===== config.mk =====
export PLATFORM = sky130hd
export DESIGN_NAME = psa_sram
export DESIGN_NICKNAME = d
export VERILOG_FILES = /design/src/design/psa_pkg.sv /design/src/design/psa_sram.sv
export VERILOG_INCLUDE_DIRS = /design/src /design/src/design
export SDC_FILE = /design/constraint.sdc
export NUM_CORES = 2
export LEC_CHECK = 0
export BUFFER_PORTS_ARGS = -buffer_cell sky130_fd_sc_hd__buf_2
export CORE_AREA = 2 2 663 335
export CTS_BUF_LIST = sky130_fd_sc_hd__clkbuf_4
export DETAILED_ROUTE_END_ITERATION = 10
export DIE_AREA = 0 0 665 337
export PLACE_DENSITY = 0.68
export SLEW_MARGIN = 20
export SYNTH_ARGS = -nofsm -noshare
export SYNTH_HDL_FRONTEND = slang
export SYNTH_SLANG_ARGS = --single-unit

===== constraint.sdc =====
create_clock -name clock_i -period 71.1 [get_ports clock_i]
set_input_delay 14.22 -clock clock_i [delete_from_list [all_inputs] [get_ports clock_i]]
set_output_delay 14.22 -clock clock_i [all_outputs]
set_load 0.005 [all_outputs]

===== src/design/psa_map.svh =====
// Purpose: constants for the pipelined sync SRAM access block
// Assumes: included by bare name
// Notes:   definitions only
`ifndef PSA_MAP_SVH
`define PSA_MAP_SVH

// Address and data geometry
`define PSA_ADDR_W   18
`define PSA_MEM_AW   6
`define PSA_BYTES    4
`define PSA_BYTE_W   9

// Burst counter
`define PSA_CNT_W    2
`define PSA_BEAT_RST 2'h0
`define PSA_BEAT_ONE 2'h1

// Clock period in ns
`define PSA_CLK_NS   100

`endif


===== src/design/psa_pkg.sv =====
// Purpose: shared types of the pipelined sync SRAM access block
// Assumes: psa_map.svh supplies the widths
// Notes:   types only; constants live in the map header
`include "psa_map.svh"

package psa_pkg;

  typedef enum logic {
    PSA_LINEAR,
    PSA_INTERLEAVED
  } psa_order_e;

  typedef logic [`PSA_CNT_W-1:0] psa_beat_t;

endpackage : psa_pkg


===== src/design/psa_sram.sv =====
// Purpose: synchronous access logic of a pipelined double-cycle-deselect burst SRAM
// Assumes: all inputs synchronous to clock_i; output enable sampled like the rest
// Notes:   array is flip-flops indexed by the low MEM_AW address bits
//
// Function
// - Strap low linear, high interleaved order
// - Test data out changes on TCK fall
// - TDI and TMS sampled on TCK rise
// - Inputs and read data registered on clock
// - Two-bit wraparound counter supplies burst addresses
// - Global write writes all bytes
// - Processor strobe ignored when first enable high
// - Read starts on strobe, selected, no write
// - Read data appears after next clock rise
// - Tristated first cycle leaving deselect
// - Deselect drives one more clock, then tristates
// - Processor strobe first cycle ignores write, advance
// - Processor write completes at second rise
// - Unselected bytes stay unchanged
// - Drivers off whenever a write detected
// - Controller write completes in one clock
// - Advance low steps burst counter
// - Counter seeded from address bits 1:0
// - Interleaved order is start XOR beat
// - Linear order is start plus beat
// - Both strobes low: processor strobe wins
// - Chip enables sampled only on loads
`include "psa_map.svh"

module psa_sram #(
  parameter int ADDR_W = `PSA_ADDR_W,
  parameter int MEM_AW = `PSA_MEM_AW,
  parameter int BYTES  = `PSA_BYTES,
  parameter int BYTE_W = `PSA_BYTE_W
) (
  // Clock and reset
  input  wire logic                      clock_i,
  input  wire logic                      resetn_i,
  // Address and strobes
  input  wire logic [ADDR_W-1:0]         address_i,
  input  wire logic                      proc_addr_strobe_n_i,
  input  wire logic                      ctrl_addr_strobe_n_i,
  input  wire logic                      burst_advance_n_i,
  // Chip enables
  input  wire logic                      chip_enable_first_n_i,
  input  wire logic                      chip_enable_second_i,
  input  wire logic                      chip_enable_third_n_i,
  // Write controls
  input  wire logic                      global_write_n_i,
  input  wire logic                      byte_write_enable_n_i,
  input  wire logic [BYTES-1:0]          byte_write_select_n_i,
  // Output enable and burst order strap
  input  wire logic                      output_enable_n_i,
  input  wire logic                      mode_i,
  // Data and parity lines, byte b holds parity_data_lines in its top bit
  input  wire logic [BYTES*BYTE_W-1:0]   dq_i,
  output logic      [BYTES*BYTE_W-1:0]   dq_o,
  output logic      [BYTES*BYTE_W-1:0]   dq_oe_o,
  // Boundary-scan pins
  input  wire logic                      tck_i,
  input  wire logic                      tms_i,
  input  wire logic                      tdi_i,
  output logic                           tdo_o
);

  localparam int DW    = BYTES * BYTE_W;
  localparam int DEPTH = 2 ** MEM_AW;

  typedef struct packed {
    logic [DEPTH-1:0][DW-1:0] mem;
    logic [ADDR_W-1:0]        addr;
    psa_pkg::psa_beat_t       start;
    psa_pkg::psa_beat_t       beat;
    logic                     act;
    logic                     pfirst;
    logic [DW-1:0]            dq;
    logic [DW-1:0]            dq_oe;
    psa_pkg::psa_order_e      order;
    logic                     strap_done;
    logic                     tck_q;
    logic                     tdi_cap;
    logic                     tms_cap;
    logic                     tdo;
  } psa_state_s;

  psa_state_s st_reg;
  psa_state_s st_next;
  logic [1:0] rst_sync_reg;
  logic       rst_n;

  // Burst address for a given beat
  function automatic psa_pkg::psa_beat_t burst_addr(
    input psa_pkg::psa_beat_t  start,
    input psa_pkg::psa_beat_t  beat,
    input psa_pkg::psa_order_e order
  );
    if (order == psa_pkg::PSA_LINEAR) begin
      burst_addr = psa_pkg::psa_beat_t'(start + beat);
    end else begin
      burst_addr = start ^ beat;
    end
  endfunction : burst_addr

  // Reset release through two flops
  always_ff @(posedge clock_i or negedge resetn_i) begin
    if (!resetn_i) begin
      rst_sync_reg <= 2'h0;
    end else begin
      rst_sync_reg <= {rst_sync_reg[0], 1'b1};
    end
  end
  assign rst_n = rst_sync_reg[1];

  logic                     ce_ok;
  logic                     proc_addr_strobe_n_go;
  logic                     ctrl_addr_strobe_n_go;
  logic                     load;
  logic                     cont;
  logic [BYTES-1:0]         mask;
  logic                     wr_req;
  logic                     ctrl_addr_strobe_n_wr;
  logic                     cont_wr;
  logic                     step;
  logic                     drive;
  psa_pkg::psa_beat_t       beat_nx;
  logic [ADDR_W-1:0]        cur_addr;
  logic [ADDR_W-1:0]        wr_addr;
  logic [BYTES-1:0]         wr_mask;
  logic [MEM_AW-1:0]        wr_idx;

  always_comb begin
    st_next = st_reg;

    // Strap caught once after reset release; changes later are not seen
    if (!st_reg.strap_done) begin
      st_next.order      = mode_i ? psa_pkg::PSA_INTERLEAVED : psa_pkg::PSA_LINEAR;
      st_next.strap_done = 1'b1;
    end

    ce_ok   = ~chip_enable_first_n_i & chip_enable_second_i & ~chip_enable_third_n_i;
    proc_addr_strobe_n_go = ~proc_addr_strobe_n_i & ~chip_enable_first_n_i;
    ctrl_addr_strobe_n_go = ~ctrl_addr_strobe_n_i & ~proc_addr_strobe_n_go;
    load    = proc_addr_strobe_n_go | ctrl_addr_strobe_n_go;
    cont    = st_reg.act & ~load;

    // Global write overrides the byte controls
    if (!global_write_n_i) begin
      mask = {BYTES{1'b1}};
    end else if (!byte_write_enable_n_i) begin
      mask = ~byte_write_select_n_i;
    end else begin
      mask = '0;
    end
    wr_req  = |mask;
    ctrl_addr_strobe_n_wr = ctrl_addr_strobe_n_go & ce_ok & wr_req;
    cont_wr = cont & wr_req;

    step    = cont & ~burst_advance_n_i;
    beat_nx = step ? psa_pkg::psa_beat_t'(st_reg.beat + `PSA_BEAT_ONE) : st_reg.beat;
    cur_addr = {st_reg.addr[ADDR_W-1:`PSA_CNT_W],
                burst_addr(st_reg.start, st_reg.beat, st_reg.order)};

    // Read path: array word into the output register, shown after this rise
    drive = st_reg.act & ~cont_wr & ~ctrl_addr_strobe_n_wr;
    if (drive) begin
      st_next.dq = st_reg.mem[cur_addr[MEM_AW-1:0]];
    end
    // Deselected or fresh-from-deselect cycles leave act low, so no drive
    st_next.dq_oe = {DW{drive & ~output_enable_n_i}};

    // Write path; a burst write beat lands on the advanced address, the first beat after a processor strobe on the current one
    wr_addr = address_i;
    wr_mask = '0;
    if (ctrl_addr_strobe_n_wr) begin
      wr_mask = mask;
    end else if (cont_wr) begin
      wr_mask = mask;
      if (!st_reg.pfirst) begin
        wr_addr = {st_reg.addr[ADDR_W-1:`PSA_CNT_W],
                   burst_addr(st_reg.start, beat_nx, st_reg.order)};
      end else begin
        wr_addr = cur_addr;
      end
    end
    wr_idx = wr_addr[MEM_AW-1:0];
    for (int b = 0; b < BYTES; b++) begin
      if (wr_mask[b]) begin
        st_next.mem[wr_idx][b*BYTE_W +: BYTE_W] = dq_i[b*BYTE_W +: BYTE_W];
      end
    end

    // Address register and burst counter
    if (load) begin
      if (ce_ok) begin
        st_next.addr   = address_i;
        st_next.start  = address_i[`PSA_CNT_W-1:0];
        st_next.beat   = `PSA_BEAT_RST;
        st_next.act    = 1'b1;
        st_next.pfirst = proc_addr_strobe_n_go;
      end else begin
        st_next.act    = 1'b0;
        st_next.pfirst = 1'b0;
      end
    end else begin
      st_next.beat   = beat_nx;
      st_next.pfirst = 1'b0;
    end

    // Boundary scan: bypass bit, shifted while TMS is low
    st_next.tck_q = tck_i;
    if (tck_i && !st_reg.tck_q) begin
      st_next.tdi_cap = tdi_i;
      st_next.tms_cap = tms_i;
    end
    if (!tck_i && st_reg.tck_q && !st_reg.tms_cap) begin
      st_next.tdo = st_reg.tdi_cap;
    end
  end

  always_ff @(posedge clock_i or negedge rst_n) begin
    if (!rst_n) begin
      st_reg <= '0;
    end else begin
      st_reg <= st_next;
    end
  end

  assign dq_o    = st_reg.dq;
  assign dq_oe_o = st_reg.dq_oe;
  assign tdo_o   = st_reg.tdo;

endmodule : psa_sram


==> reports/results.tsv <==
stage	metric	value	unit
run_status	outcome	completed	
floorplan	die_area	0.2241	mm2
sta	setup_violations	0	
synth	yosysSeqAreaShare	54.25	%
grt	grt_pass1_vias	77650	
critical_path	r2r_end	dq_o[12]	
detailed_routing	drc_errors	0	
critical_path	reg2reg_slack	64.79	ns
synth	synthAdderAreaFrac	0.02300	%
layout	multi_input_area	0.04704	mm2
floorplan	rows	122	
synth	synth_cell_types	72	
layout	drive_gt1_share	40.24	%
detailed_routing	vias_per_cell	6.334	
sta	worst_pin_slew	1.260	ns
clock_network	clockBufferDepth	4	
pwr	p_int	2.120	mW
synth	synth-simple-area-share	9.427	%
worst_hold_path	worstHoldPathType	reg2reg	
pwr	seqPwrFrac	43.9	%
grt	grt_pass1_wl	524.4	mm
grt	use_met3	12.67	%
clock_network	post_cts_buffers	0	
grt	grt_max_degree	178	
synth	syn-instance-count	8777	
grt	antenna_found_initial	16	
detailed_routing	vias	77210	
placement	portBuffers	133	
floorplan	initial_core_util	49.64	%
synth	synth_top_family_by_area	multiplexers	
worst_hold_path	hold_path_end	rst_sync_reg[1]	
clock_network	clkTransAtPathRegs	0.09	ns
pwr	power_frac_clock	34.1	%
synth	async_flop_share	100.0	%
worst_hold_path	holdCritStartpoint	rst_sync_reg[0]	
detailed_routing	wl_per_cell	29.23	um
clock_network	cts-buffers-inserted	552	
pwr	p_comb_share	22.0	%
floorplan	ios	146	
clock_network	clk_latency	1.30	ns
layout	area_growth	8.951	%
placement	globalplace.congestion	0.8618	
sta	fmax	54.31	MHz
layout	seq_area	0.05905	mm2
critical_path	worst_ep_required_time	72.21	ns
sta	hold_viol_final	0	
critical_path	path_max_fanout	17	
detailed_routing	drtAntennaViolNets	0	
synth	synth.area.mux_share	29.67	%
placement	hpwl	214.6	mm
clock_network	cts-resized-gates	0	
grt	track_usage	31.54	%
synth	ys_seq_elements	2359	
floorplan	fp.dieH	337	um
sta	rsz0062_at_grt	no	
sta	fin_crit	18.41	ns
synth	synthXorXnorAreaFrac	0.07819	%
layout	final_core_util	54.09	%
sta	finClkSkew	0.1017	ns
sta	finalSetupTns	0	ns
synth	synth_compound_area_share	3.754	%
clock_network	cts_tree	yes	
sta	post-route-period-util	25.90	%
detailed_routing	drt-initial-drc-count	9094	
critical_path	slowest_delay	1.05	ns
critical_path	cp_cell_sequence	buf_2 > o211ai_1 > nor2_1 > xor2_1 > ha_1 > nor2b_1 > xnor2_1 > xnor2_1 > o21ai_1 > o21ai_2 > nand3_2 > buf_4 > nor2_1 > mux2_2	
synth	synth_edf_count	0	
grt	use_met1	45.48	%
worst_hold_path	hold_depth	0	
critical_path	critPathLaunchType	input pin	
floorplan	die_w	665	um
pwr	switching_share	34.81	%
critical_path	cp.arrival	19.53	ns
grt	busiest_layer	met1	
detailed_routing	first_pass_iters	6	
pwr	p_leak	56.53	nW
synth	yosys_warnings	0	
pwr	p_per_area	27.42	mW/mm2
pwr	p_sw	1.132	mW
sta	drv_slew	0	
critical_path	cp_top_family	simple AND/OR/NAND/NOR gates	
clock_network	clock-sinks	2359	
critical_path	worstSetupPathType	in2reg	
critical_path	worstRegToRegCells	13	
clock_network	ctsHoldBuffers	0	
layout	fillCellCount	18280	
synth	ys.flop_type	dfrtp_1	
layout	nNetsFinal	8997	
grt	grt-ovfl-total	0	
sta	slew_headroom	16.01	%
clock_network	cts_htree_levels	6	
critical_path	slowest_stage	nand3_2	
synth	netlist_area	0.1088	mm2
clock_network	cts-root-buf	clkbuf_4	
detailed_routing	totalWireLength	356.3	mm
job	maxCapViolCount	0	
grt	met2_usage	42.83	%
critical_path	endpoint_kind	flip-flop	
critical_path	r2r_start	st_reg[81]	
floorplan	core-area	0.2192	mm2
layout	largest_reg_flops	2315	
critical_path	critPathBufInv	2	
pwr	peakVddDrop	0.02315	mV
synth	avgSynthCellArea	12.40	um2
stage by stage:
stage	std cells	hold slack [ns]	worst slack (ns)	power (mW)	instance area, um2
3_5_place_dp	11280	0.3402	51.54	2.145	111800
6_report	12190	0.3763	52.69	3.251	118600
4_1_cts	12180	0.3743	52.98	3.239	118400
5_1_grt	12180	0.4102	52.53	3.368	118500
3_3_place_gp	11280	0.3391	51.73	2.134	111800
2_1_floorplan	8778	0.3312	0.4729	1.855	108800
final cells by class:
type | count | area share, %
Sequential cell | 2359 | 49.80
Multi-Input combinational cell | 5706 | 39.68
Clock buffer | 785 | 4.971
Tap cell | 2914 | 3.075
Timing Repair Buffer | 299 | 1.798
Clock inverter | 111 | 0.6353
Antenna cell | 12 | 0.02533
Inverter | 4 | 0.01266
cell usage after synthesis, types with 13 or more instances:
library cell  count  area [um2]
mux2_2         2296       25850
nand2_1        1511        5672
o211ai_1         17       127.6
buf_2            79       395.4
o21ai_0          73       365.4
o41ai_1          13       113.9
nor2_4           21       236.5
a22oi_1          22       165.2
nand4_1         110       688.2
a21oi_1         107       535.5
a32oi_1          60       525.5
nor2_1          209       784.5
mux2_1           25       281.5
nor3_1           25       125.1
o22ai_1          31       193.9
and3_1           21       131.4
nand3_1         446        2232
buf_4            73       548.0
a311oi_1         16       140.1
dfrtp_1        2359       59030
clkbuf_1        473        1775
mux2i_1         182        1822
a221oi_1         20       175.2
buf_1            84       315.3
mux4_2          192        4324
a31oi_1         148       925.9
worst max path at each step:
| stage | startpoint | end | slack (ns) | depth (start not counted) |
|---|---|---|---|---|
| detailed placement | chip_enable_first_n_i | st_reg[1349] | 51.54 | 14 |
| CTS | chip_enable_first_n_i | st_reg[1348] | 52.98 | 14 |
| floorplan | rst_sync_reg[1] | cur_addr[2] | 0.47 | 0 |
| global route | chip_enable_first_n_i | st_reg[185] | 52.53 | 14 |
| global placement | chip_enable_first_n_i | st_reg[2200] | 51.73 | 14 |
| finish | chip_enable_first_n_i | st_reg[186] | 52.69 | 14 |
per-layer routing:
layer,vias up,wire (um)
met4,14,11430
li1,31860,-
met3,717,46650
met1,40390,152100
met2,4222,145900
met5,-,253
layout by cell type (no fill, tap or decap), types with 126 or more instances in the layout:
| cell | synthesis | routed |
|---|---|---|
| a31oi_1 | 148 | 146 |
| buf_2 | 79 | 126 |
| buf_4 | 73 | 153 |
| clkbuf_4 | 0 | 786 |
| dfrtp_1 | 2359 | 2354 |
| mux2_2 | 2296 | 2296 |
| mux2i_1 | 182 | 182 |
| mux4_2 | 192 | 192 |
| nand2_1 | 1511 | 1505 |
| nand3_1 | 446 | 444 |
| nor2_1 | 209 | 172 |
cells by family after synthesis:
family / count (synthesis)
fa+ha+maj: 2
buf+inv: 713
mux: 2695
compound gates: 598
flops: 2359
other cells: 1
xor+xnor: 8
simple gates: 2401
power groups by stage:
stage | logic [mW] | registers [mW] | clock network, mW
global route | 0.741 | 1.43 | 1.20
detailed placement | 0.693 | 1.45 | 0
finish | 0.715 | 1.43 | 1.11
CTS | 0.695 | 1.43 | 1.12
floorplan | 0.397 | 1.46 | 0
global placement | 0.685 | 1.45 | 0
Power figures use the tool's default switching activity.
